`config.mk`:
```
export PLATFORM = sky130hd
export DESIGN_NAME = ssf_dev_end_flat
export DESIGN_NICKNAME = d
export VERILOG_FILES = /design/src/hw/ssf_pkg.sv /design/src/hw/ssf_link_if.sv /design/src/hw/ssf_dev_end.sv /design/src/flat_wrapper.sv
export SDC_FILE = /design/constraint.sdc
export NUM_CORES = 1
export LEC_CHECK = 0
export ABC_CLOCK_PERIOD_IN_PS = 2800
export BUFFER_PORTS_ARGS = -buffer_cell sky130_fd_sc_hd__buf_2
export CORE_ASPECT_RATIO = 0.6
export CORE_MARGIN = 3
export CORE_UTILIZATION = 40
export DETAILED_ROUTE_END_ITERATION = 16
export PLACE_DENSITY_LB_ADDON = 0.15
export SYNTH_ARGS = -nofsm -noshare
export SYNTH_HDL_FRONTEND = slang
export SYNTH_SLANG_ARGS = --single-unit
```
`constraint.sdc`:
```
create_clock -name clk -period 2.8 [get_ports clk]
set_input_delay 0.28 -clock clk [delete_from_list [all_inputs] [get_ports clk]]
set_output_delay 0.28 -clock clk [all_outputs]
set_load 0.01 [all_outputs]
```
`src/hw/ssf_pkg.sv`:
```
package ssf_pkg;
   // ----------------------------------------
   // frame layout
   // ----------------------------------------
   localparam int FRAME_BITS = 16;
   localparam int WR_BIT = 15;
   localparam int PAR_BIT = 15;
   localparam int PTR_HI = 14;
   localparam int PTR_LO = 12;
   localparam int PAY_HI = 11;
   localparam int PAY_LO = 0;
   localparam int PTR_W = 3;
   localparam int PAY_W = 12;
   localparam int REG_COUNT = 8;
   localparam int MOD_W = 3;
   localparam logic [PTR_W-1:0] SDS_PTR = 3'h0;
   localparam logic [PAY_W-1:0] REG_RESET = 12'h000;
   localparam logic [FRAME_BITS-1:0] FRAME_RESET = 16'h0000;
   // ----------------------------------------
   // host registers
   // ----------------------------------------
   localparam int APB_AW = 4;
   localparam int APB_DW = 32;
   localparam logic [APB_AW-1:0] CMD_OFS = 4'h0;
   localparam logic [APB_AW-1:0] RSP_OFS = 4'h4;
   localparam logic [APB_AW-1:0] STAT_OFS = 4'h8;
   localparam int BUSY_POS = 0;
   localparam int NEW_POS = 1;
   localparam logic [APB_DW-1:0] BUS_RESET = 32'h00000000;
   // ----------------------------------------
   // daisy chain
   // ----------------------------------------
   localparam int CHAIN_DEVICES = 1;
   localparam int CHAIN_BITS = FRAME_BITS * CHAIN_DEVICES;
   localparam int BITCNT_W = 8;
   localparam logic [BITCNT_W-1:0] BITS_TOTAL = 8'(CHAIN_BITS);
   // ----------------------------------------
   // pin synchroniser
   // ----------------------------------------
   localparam int SEL_IDX = 0;
   localparam int CLK_IDX = 1;
   localparam int DIN_IDX = 2;
   localparam logic [2:0] SYNC_RESET = 3'h1;
   // ----------------------------------------
   // timing
   // ----------------------------------------
   localparam int CLK_MHZ = 250;
   localparam int SCLK_PERIOD_NS = 200;
   localparam int LEAD_NS = 250;
   localparam int LAG_NS = 250;
   localparam int GAP_NS = 250;
   localparam int HALF_CYC = (SCLK_PERIOD_NS * CLK_MHZ + 1999) / 2000;
   localparam int LEAD_CYC = (LEAD_NS * CLK_MHZ + 999) / 1000;
   localparam int LAG_CYC = (LAG_NS * CLK_MHZ + 999) / 1000;
   localparam int GAP_CYC = (GAP_NS * CLK_MHZ + 999) / 1000;
   localparam int TMR_W = 8;
   localparam logic [TMR_W-1:0] HALF_LAST = 8'(HALF_CYC - 1);
   localparam logic [TMR_W-1:0] LEAD_LAST = 8'(LEAD_CYC - 1);
   localparam logic [TMR_W-1:0] LAG_LAST = 8'(LAG_CYC - 1);
   localparam logic [TMR_W-1:0] GAP_LAST = 8'(GAP_CYC - 1);
   // ----------------------------------------
   // master states
   // ----------------------------------------
   typedef enum logic [2:0] {
      H_IDLE = 3'b000,
      H_LEAD = 3'b001,
      H_HIGH = 3'b010,
      H_LOW = 3'b011,
      H_LAG = 3'b100,
      H_GAP = 3'b101
   } ssf_hstate_t;
endpackage

```
`src/hw/ssf_link_if.sv`:
```
`timescale 1ns/1ps
`default_nettype none
interface ssf_link_if;
   logic selN;
   logic sclk;
   logic sdi;
   logic sdo;
   logic sdoOeN;
   wire sdoLine;
   // a released pin shows the inverse of the last bit
   assign sdoLine = sdoOeN ? ~sdo : sdo;
   modport dev (input selN, input sclk, input sdi, output sdo, output sdoOeN);
   modport host (output selN, output sclk, output sdi, input sdoLine);
endinterface
`default_nettype wire

```
`src/hw/ssf_dev_end.sv`:
```
// Summary of operation
// shift only while select is low
// select high: ignore clock, output floats
// select falling loads response into shifter
// decode only on nonzero multiple-of-8 clocks
// sample on clock fall, advance on rise
// master keeps clock low around select edges
// both directions most significant bit first
// output driven with first bit at select fall
// shifter passes input bits through to output
// master clocks sixteen bits per chained device
// frame: write bit, pointer, payload
// write lands at select rising edge
// after write, return the written register; a write to pointer 0 returns diagStatus instead
// after read, return addressed register next frame
// reply: parity, echoed pointer, data
// parity set on odd ones count
// first reply after reset is short diagnosis
// master reads in two frames
// bad clock count discards whole frame
// long frames use last sixteen bits
`timescale 1ns/1ps
`default_nettype none
module ssf_dev_end
   import ssf_pkg::*;
(
   // clock and reset
   input wire logic clk,
   input wire logic srst,
   // serial link
   ssf_link_if.dev link,
   // feedback from the switch core
   input wire logic [PAY_W-1:0] diagStatus,
   // register contents
   output logic [REG_COUNT*PAY_W-1:0] regsFlat,
   // write events
   output logic wrStrobe,
   output logic [PTR_W-1:0] wrPtr,
   output logic [PAY_W-1:0] wrData,
   // frame events
   output logic rxValid,
   output logic [FRAME_BITS-1:0] rxFrame,
   output logic frameDrop,
   output logic linkBusy
);
   // ----------------------------------------
   // pin synchronisers
   // ----------------------------------------
   logic [2:0] pinIn;
   logic [2:0] s1_r;
   logic [2:0] s2_r;
   logic [2:0] s3_r;
   logic [2:0] filt_r;
   logic [2:0] filtNxt;

   assign pinIn = {link.sdi, link.sclk, link.selN};

   always_ff @(posedge clk)
   begin
      if (srst)
      begin
         s1_r <= SYNC_RESET;
         s2_r <= SYNC_RESET;
         s3_r <= SYNC_RESET;
         filt_r <= SYNC_RESET;
      end
      else
      begin
         s1_r <= pinIn;
         s2_r <= s1_r;
         s3_r <= s2_r;
         filt_r <= filtNxt;
      end
   end

   // a change counts once stages two and three agree
   generate
      for (genvar i = 0; i < 3; i++)
      begin : g_filt
         assign filtNxt[i] = (s2_r[i] == s3_r[i]) ? s3_r[i] : filt_r[i];
      end
   endgenerate

   // ----------------------------------------
   // edge detection
   // ----------------------------------------
   wire active;
   wire selFall;
   wire selRise;
   wire clkFall;
   wire clkRise;
   wire dinBit;

   assign active = ~filt_r[SEL_IDX];
   assign selFall = filt_r[SEL_IDX] & ~filtNxt[SEL_IDX];
   assign selRise = ~filt_r[SEL_IDX] & filtNxt[SEL_IDX];
   assign clkFall = active & filt_r[CLK_IDX] & ~filtNxt[CLK_IDX];
   assign clkRise = active & ~filt_r[CLK_IDX] & filtNxt[CLK_IDX];
   assign dinBit = filtNxt[DIN_IDX];

   // ----------------------------------------
   // register file and response
   // ----------------------------------------
   logic [PAY_W-1:0] regs_r [0:REG_COUNT-1];
   logic [PTR_W-1:0] pendPtr_r;
   logic [FRAME_BITS-1:0] sh_r;
   logic [MOD_W-1:0] cnt_r;
   logic any_r;
   wire [PAY_W-1:0] rdData;
   wire [FRAME_BITS-1:0] resp;
   wire rxWr;
   wire [PTR_W-1:0] rxPtr;
   wire [PAY_W-1:0] rxPay;
   wire frameOk;
   wire decode;
   wire doWrite;

   assign rdData = (pendPtr_r == SDS_PTR) ? diagStatus : regs_r[pendPtr_r];
   assign resp = {^{pendPtr_r, rdData}, pendPtr_r, rdData};
   assign rxWr = sh_r[WR_BIT];
   assign rxPtr = sh_r[PTR_HI:PTR_LO];
   assign rxPay = sh_r[PAY_HI:PAY_LO];
   assign frameOk = any_r & (cnt_r == 3'h0);
   assign decode = selRise & frameOk;
   assign doWrite = decode & rxWr;

   generate
      for (genvar e = 0; e < REG_COUNT; e++)
      begin : g_reg
         always_ff @(posedge clk)
         begin
            if (srst)
            begin
               regs_r[e] <= REG_RESET;
            end
            else if (doWrite && (rxPtr == PTR_W'(e)))
            begin
               regs_r[e] <= rxPay;
            end
         end
         assign regsFlat[e*PAY_W +: PAY_W] = regs_r[e];
      end
   endgenerate

   // pointer of the reply for the next frame
   always_ff @(posedge clk)
   begin
      if (srst)
      begin
         pendPtr_r <= SDS_PTR;
      end
      else if (decode)
      begin
         pendPtr_r <= rxPtr;
      end
   end

   // ----------------------------------------
   // shift register and modulo-8 counter
   // ----------------------------------------
   always_ff @(posedge clk)
   begin
      if (srst)
      begin
         sh_r <= FRAME_RESET;
         cnt_r <= 3'h0;
         any_r <= 1'b0;
      end
      else if (selFall)
      begin
         sh_r <= resp;
         cnt_r <= 3'h0;
         any_r <= 1'b0;
      end
      else if (clkFall)
      begin
         sh_r <= {sh_r[FRAME_BITS-2:0], dinBit};
         cnt_r <= cnt_r + 3'h1;
         any_r <= 1'b1;
      end
   end

   // ----------------------------------------
   // serial output
   // ----------------------------------------
   logic sdo_r;
   logic oeN_r;

   always_ff @(posedge clk)
   begin
      if (srst)
      begin
         sdo_r <= 1'b0;
         oeN_r <= 1'b1;
      end
      else if (selFall)
      begin
         sdo_r <= resp[PAR_BIT];
         oeN_r <= 1'b0;
      end
      else if (selRise)
      begin
         oeN_r <= 1'b1;
      end
      else if (clkRise)
      begin
         sdo_r <= sh_r[FRAME_BITS-1];
      end
   end

   assign link.sdo = sdo_r;
   assign link.sdoOeN = oeN_r;

   // ----------------------------------------
   // user-side events
   // ----------------------------------------
   logic wrStrobe_r;
   logic [PTR_W-1:0] wrPtr_r;
   logic [PAY_W-1:0] wrData_r;
   logic rxValid_r;
   logic [FRAME_BITS-1:0] rxFrame_r;
   logic drop_r;

   always_ff @(posedge clk)
   begin
      if (srst)
      begin
         wrStrobe_r <= 1'b0;
         wrPtr_r <= 3'h0;
         wrData_r <= REG_RESET;
         rxValid_r <= 1'b0;
         rxFrame_r <= FRAME_RESET;
         drop_r <= 1'b0;
      end
      else
      begin
         wrStrobe_r <= doWrite;
         rxValid_r <= decode;
         drop_r <= selRise & ~frameOk;
         if (doWrite)
         begin
            wrPtr_r <= rxPtr;
            wrData_r <= rxPay;
         end
         if (decode)
         begin
            rxFrame_r <= sh_r;
         end
      end
   end

   assign wrStrobe = wrStrobe_r;
   assign wrPtr = wrPtr_r;
   assign wrData = wrData_r;
   assign rxValid = rxValid_r;
   assign rxFrame = rxFrame_r;
   assign frameDrop = drop_r;
   assign linkBusy = ~oeN_r;
endmodule
`default_nettype wire

```
`src/flat_wrapper.sv`:
```
// flat-port wrapper written by rule: the top's interface ports become plain ports
module ssf_dev_end_flat import ssf_pkg::*;
  (clk, srst, diagStatus, regsFlat, wrStrobe, wrPtr, wrData, rxValid, rxFrame, frameDrop, linkBusy, link_selN, link_sclk, link_sdi, link_sdo, link_sdoOeN);
  ssf_link_if link_i ();
  input wire logic clk;
  input wire logic srst;
  input wire logic [PAY_W-1:0] diagStatus;
  output logic [REG_COUNT*PAY_W-1:0] regsFlat;
  output logic wrStrobe;
  output logic [PTR_W-1:0] wrPtr;
  output logic [PAY_W-1:0] wrData;
  output logic rxValid;
  output logic [FRAME_BITS-1:0] rxFrame;
  output logic frameDrop;
  output logic linkBusy;
  input wire logic [$bits(link_i.selN)-1:0] link_selN;
  input wire logic [$bits(link_i.sclk)-1:0] link_sclk;
  input wire logic [$bits(link_i.sdi)-1:0] link_sdi;
  output wire logic [$bits(link_i.sdo)-1:0] link_sdo;
  output wire logic [$bits(link_i.sdoOeN)-1:0] link_sdoOeN;
  assign link_i.selN = link_selN;
  assign link_i.sclk = link_sclk;
  assign link_i.sdi = link_sdi;
  assign link_sdo = link_i.sdo;
  assign link_sdoOeN = link_i.sdoOeN;
  ssf_dev_end u_core (.clk(clk), .srst(srst), .link(link_i), .diagStatus(diagStatus), .regsFlat(regsFlat), .wrStrobe(wrStrobe), .wrPtr(wrPtr), .wrData(wrData), .rxValid(rxValid), .rxFrame(rxFrame), .frameDrop(frameDrop), .linkBusy(linkBusy));
endmodule
```
==> reports/qor.csv, run 1 <==
metric;value;unit
syn nets;672;
largest cells by area after synthesis;edfxtp_1 39%, dfxtp_1 19%, and2_1 9.1%;
Cell Rows;37;
commonest non-fill, non-tap cell in the layout;buf_2;
Startpoint Class;flop;
peak supply drop;0.392;mV
met3 wire len;1.83;mm
critical path's most frequent cell;buf_4;
Clock Skews;8.79;ps
Worst Setup EP;u_core.sh_r[15];
Area Overhead vs Synth;22.4;%
slowest stage delay, CP;480;ps
initial antenna violation count;0;
Post-CTS Hold Buffers;0;
critical path cell sequence;nor2b_1, buf_4, buf_4, a22oi_1, a31oi_1, xnor2_1, xnor2_2, xnor3_1, a211oi_2;
area leader, netlist;edfxtp_1;
total grt overflow;0;
Core ar.;17600;um2
minimum clock period;2670;ps
Post-Route WL;21.7;mm
WS Path Type;reg2reg;
Worst EP arrival;3000;ps
Nets;818;
Final Power;5150;uW
max-cap viol count;0;
Starting DRT DRC Count;467;
Routed WL per cell;20.9;um
GRT Resource Usage Total;21.2;%
Post-route DRC;0;
num ports;150;
Clock Tree Root;clkbuf_16;
max-slew violation count;0;
RSZ-0062 raised after global routing;false;
vias per cell;5.29;
most frequent cells in the layout;149 x buf_2, 107 x and2_1, 96 x edfxtp_1;
synthesized area per cell;11.4;um2
fmax;375;MHz
Yosys cell types;42;
clk_lat worst skew;420;ps
status;finished clean;
Worst Reg2Reg Path Length in Cells;9;
Finish-stage setup viols;0;
DIE WIDTH;181;um
Detailed Routing Iterations Pass 1;5;
Port Buf Inserts;149;
pwr/cell area;570;nW/um2
synth warn;0;
register bit total from synthesis;167;
max_slew headroom;41.0;%
Worst setup EP type;flop;
Crit-path slowest cell;dfxtp_1;
first-pass GRT wire length;32.5;mm
CTS Sinks;167;
via count;5510;
CTS Buffer Depth;2;
leak pwr;0.00362;uW
Yosys top cell area share;39.0;%
WL met2;9.15;mm
post-synthesis sequential area ratio;58.2;%
post-route antenna net violation count;0;
RR Endpoint;u_core.sh_r[15];
Final Cycle Share;95.2;%
H-Tree Depth;4;
Fillers;1625;
CTS tree;built;
worst min path class;in2reg;
CTS Buf Count;17;
die height;111;um
TNS Setup;0;ps
R2R Setup Slk;130;ps
wire length on met1;10.6;mm
CP Max Fanout;8;
Worst Path Required;3130;ps
number of global-route vias before repair;5413;
detailed-placement wirelength estimate;15.2;mm
n_diodes;0;
Initial Util;42.0;%
die footprint;20200;um2
Placer Congestion;0.835;
netlist area before placement;7390;um2
final hold vios;0;
Cells after Synth;649;
ratio of cells with drive above 1 in the final layout;29.5;%
pin count of the biggest net entering global routing;63;
Clock transition at path regs;60;ps
Top Layer Used;met4;
Worst-Margin Slew;882;ps
==> synth_stat cells, drive strengths merged <==
cell type  count
and2         107
edfxtp        96
dfxtp         71
nand2         69
mux2i         43
clkbuf        40
a21oi         38
a211oi        30
nor2b         24
nor2          22
a22oi         20
buf           14
a31oi         10
inv           10
nor3           8
ha             6
xnor2          6
or2            5
a31o           4
mux4           4
o21bai         3
xor2           3
and3           2
maj3           2
o21ai          2
xnor3          2
a21o           1
mux2           1
nand2b         1
nand3b         1
nor3b          1
nor4b          1
or3            1
xor3           1
==> repair_timing <==
action / 4_1_cts / 5_1_grt
resized for setup: 0 / 10
setup endpoints to repair: 0 / 26
hold endpoints to repair: 0 / 0
buffers inserted: 0 / 4
==> kinds of logic (layout without fill, tap and decap cells) <==
family | count (synthesis) | after routing | synth area share [%]
simple gates | 242 | 242 | 17.4
flops | 167 | 167 | 58.2
compound gates | 108 | 108 | 9.58
buf+inv | 64 | 223 | 4.17
xor+xnor | 12 | 12 | 2.10
mux | 48 | 48 | 7.25
fa+ha+maj | 8 | 8 | 1.29
==> final cells by class <==
| cell class | count | area, um2 | area share, % |
|---|---|---|---|
| Clock inverter | 12 | 88.8 | 0.982 |
| Sequential cell | 167 | 4310 | 47.6 |
| Timing Repair Buffer | 181 | 1030 | 11.4 |
| Clock buffer | 20 | 468 | 5.17 |
| Multi-Input combinational cell | 418 | 2820 | 31.2 |
| Tap cell | 234 | 293 | 3.24 |
| Inverter | 10 | 37.5 | 0.415 |
==> worst max-delay path, delay by kind of cell, from the launching register on <==
family | cells | cell delay, ps
DFF | 1 | 480
xor gates and xnor gates | 3 | 870
and+or+nand+nor | 1 | 100
AOI/OAI and AO/OA | 3 | 800
buffers and inverters | 2 | 340
==> state kept, by name, summed over array words and instances (netlist names), named ones only <==
name	count
u_core.wrPtr	3
u_core.cnt_r	3
u_core.rxFrame	16
u_core.link.sdo	1
u_core.s2_r	3
u_core.wrStrobe	1
u_core.s3_r	3
u_core.regs_r	96
u_core.wrData	12
u_core.filt_r	3
u_core.link.sdoOeN	1
u_core.frameDrop	1
u_core.s1_r	3
u_core.any_r	1
u_core.rxValid	1
u_core.sh_r	16
==> power by group <==
group / internal [uW] / switching [uW]
Clock: 1230 / 991
Sequential: 2640 / 40.5
Combinational: 105 / 150
==> through the flow <==
step                      hold WS (ps)  std cells  cell area, um2  setup slack (ps)  utilization, %
after global placement             401       1005            8390              96.0            47.7
final                             43.4       1042            9040               133            51.4
after CTS                         32.4       1037            8950              32.9            50.9
after floorplan                    384        649            7390               259               -
after detailed placement           404       1005            8390              73.7            47.7
after global routing              44.8       1042            9040              6.42            51.4
==> per-layer routing <==
layer	global-route usage [%]	up-vias
met5	0	-
met3	6.36	17
met1	32.0	2690
met4	4.46	0
li1	-	2559
met2	30.0	244
==> worst min path at each step <==
stage	start	endpoint	slack [ps]	cells after the start
4_1_cts	link_selN	u_core.s1_r[0]	30	2
5_1_grt	link_selN	u_core.s1_r[0]	40	2
3_5_place_dp	u_core.s1_r[0]	u_core.s2_r[0]	400	1
3_3_place_gp	u_core.s1_r[0]	u_core.s2_r[0]	400	1
6_report	link_selN	u_core.s1_r[0]	40	2
2_1_floorplan	link_selN	u_core.s1_r[0]	380	1
Note: power is estimated with default switching activity, not from simulation.
==> run 2: changes to the inputs <==
--- a/config.mk
+++ b/config.mk
@@ -12,6 +12,7 @@
 export CORE_UTILIZATION = 40
 export DETAILED_ROUTE_END_ITERATION = 16
 export PLACE_DENSITY_LB_ADDON = 0.15
+export SETUP_SLACK_MARGIN = 0.2
 export SYNTH_ARGS = -nofsm -noshare
 export SYNTH_HDL_FRONTEND = slang
 export SYNTH_SLANG_ARGS = --single-unit
==> reports/qor.csv, run 2 (synthesis gave the netlist of run 1 again) <==
metric;value;unit;change
RR Endpoint;u_core.sh_r[15];;unchanged
peak supply drop;0.397;mV;was 0.392 mV
Routed WL per cell;21.2;um;was 20.9 um
Switching Share;23.0;%;was 22.9%
hold path depth;2;;unchanged
Area Overhead vs Synth;23.1;%;was 22.4%
total grt overflow;0;;unchanged
max FFs per register;96;;unchanged
Final Cycle Share;90.7;%;was 95.2%
Starting DRT DRC Count;505;;was 467
Port Buf Inserts;149;;unchanged
Post-route DRC;0;;unchanged
pwr/cell area;567;nW/um2;was 570 nW/um2
RSZ-0062 raised after global routing;true;;was false
CTS Sinks;167;;unchanged
num ports;150;;unchanged
R2R Setup Slk;260;ps;was 130 ps
Detailed Routing Iterations Pass 1;4;;was 5
CTS tree;built;;unchanged
Worst EP arrival;2870;ps;was 3000 ps
Finish-stage setup viols;0;;unchanged
max-cap viol count;0;;unchanged
die footprint;20200;um2;unchanged
max-slew violation count;0;;unchanged
initial antenna violation count;0;;unchanged
die height;111;um;unchanged
Nets;818;;unchanged
fmax;394;MHz;was 375 MHz
TNS Setup;0;ps;unchanged
post-route antenna net violation count;0;;unchanged
worst min path class;in2reg;;unchanged
first-pass GRT wire length;32.6;mm;was 32.5 mm
Worst-Margin Slew;662;ps;was 882 ps
DIE WIDTH;181;um;unchanged
CTS Buffer Depth;2;;unchanged
CP Max Fanout;8;;unchanged
sequential power share;52.0;%;about the same
final hold vios;0;;unchanged
Placer Congestion;0.835;;unchanged
minimum clock period;2540;ps;was 2670 ps
WS Path Type;reg2reg;;unchanged
FF+latch area;4310;um2;about the same
Core ar.;17600;um2;unchanged
Clock transition at path regs;60;ps;about the same
Worst setup EP type;flop;;unchanged
combined area of the multi-input logic cells;2840;um2;was 2820 um2
vias per cell;5.33;;was 5.29
GRT Resource Usage Total;21.3;%;was 21.2%
Final Power;5160;uW;was 5150 uW
clock share of power;43.0;%;about the same
Final Hold Slack;42.5;ps;was 43.4 ps
CTS Buf Count;17;;unchanged
Clock Tree Root;clkbuf_16;;unchanged
detailed-placement wirelength estimate;15.2;mm;unchanged
pin count of the biggest net entering global routing;63;;unchanged
Top reg by flops;u_core.regs_r;;unchanged
Initial Util;42.0;%;unchanged
commonest non-fill, non-tap cell in the layout;buf_2;;unchanged
via count;5556;;was 5510
HP Start;link_selN;;unchanged
Logic pwr share;5.0;%;about the same
Int Pwr;3970;uW;about the same
utilization after layout;51.7;%;was 51.4%
max_slew headroom;55.8;%;was 41.0%
Post-CTS Hold Buffers;0;;unchanged
Clock Skews;10.8;ps;was 8.79 ps
leak pwr;0.00363;uW;was 0.00362 uW
Hold EP;u_core.s1_r[0];;unchanged
Startpoint Class;flop;;unchanged
number of global-route vias before repair;5428;;was 5413
most frequent cells in the layout;149 x buf_2, 106 x and2_1, 96 x edfxtp_1;;was 149 x buf_2, 107 x and2_1, 96 x edfxtp_1
clk_lat worst skew;420;ps;about the same
Cell Rows;37;;unchanged
Worst Reg2Reg Path Length in Cells;9;;unchanged
Worst Path Required;3140;ps;was 3130 ps
Post-Route WL;22.1;mm;was 21.7 mm
Fillers;1617;;was 1625
n_diodes;0;;unchanged
H-Tree Depth;4;;unchanged
status;finished clean;;unchanged
Net Sw Power;1190;uW;was 1180 uW
ratio of cells with drive above 1 in the final layout;30.4;%;was 29.5%
==> run 2: metal layers <==
metal  vias up  part of all wire, %  wire length, um  GRT usage, %
met5         -                    0                0             0
met4         0                  1.1              248          4.51
met3        22                  8.3             1830          6.36
met2       236                   42             9200          30.1
met1      2743                   49            10800          32.1
li1       2555                    -                -             -
==> run 2: worst max-delay path, stage by stage, from the launching register on <==
cell	delay (ps)
dfxtp_2	440
nor2b_1	190
buf_4	190
buf_4	150
a22oi_1	140
and3_1	200
a21oi_1	320
xor2_1	190
xnor3_1	450
a211oi_2	190
==> run 2: what timing repair did <==
item,CTS,global route
pin swaps,2,3
gates resized for setup,6,14
setup endpoints to repair,26,74
endpoints found under the hold margin,0,0
cloned,0,2
setup buffers,1,2
==> run 2: per-stage QoR <==
| stage | setup slack [ps] | std cells | area, um2 |
|---|---|---|---|
| after floorplan | 259 | 649 | 7390 |
| after global placement | 96.0 | 1005 | 8390 |
| after detailed placement | 73.7 | 1005 | 8390 |
| after CTS | 87.0 | 1038 | 8970 |
| after global routing | 79.9 | 1042 | 9100 |
| final | 262 | 1042 | 9100 |
==> run 2: worst max-delay path by stage <==
stage | slack (ps) | cells past startpoint | startpoint | end
after floorplan | 260 | 8 | flop | u_core.sh_r[15]
after global placement | 100 | 8 | flop | u_core.sh_r[15]
after detailed placement | 70 | 7 | flop | u_core.sh_r[15]
after CTS | 90 | 9 | u_core.cnt_r[0] | u_core.regs_r[4][2]
after global routing | 80 | 7 | u_core.filt_r[0] | u_core.regs_r[5][1]
final | 260 | 9 | flop | u_core.sh_r[15]
==> run 2: final cells by class <==
type	count	share of cell area, %
Multi-Input combinational cell	418	31.2
Inverter	10	0.413
Sequential cell	167	47.4
Tap cell	234	3.22
Clock inverter	12	0.976
Clock buffer	20	5.14
Timing Repair Buffer	181	11.6
==> run 2: power groups by stage <==
| stage | Clock (uW) | Sequential (uW) | Combinational [uW] |
|---|---|---|---|
| 4_1_cts | 2250 | 2680 | 255 |
| 3_5_place_dp | 0 | 2740 | 257 |
| 5_1_grt | 2360 | 2690 | 272 |
| 6_report | 2220 | 2680 | 258 |
| 3_3_place_gp | 0 | 2730 | 256 |
| 2_1_floorplan | 0 | 2750 | 124 |
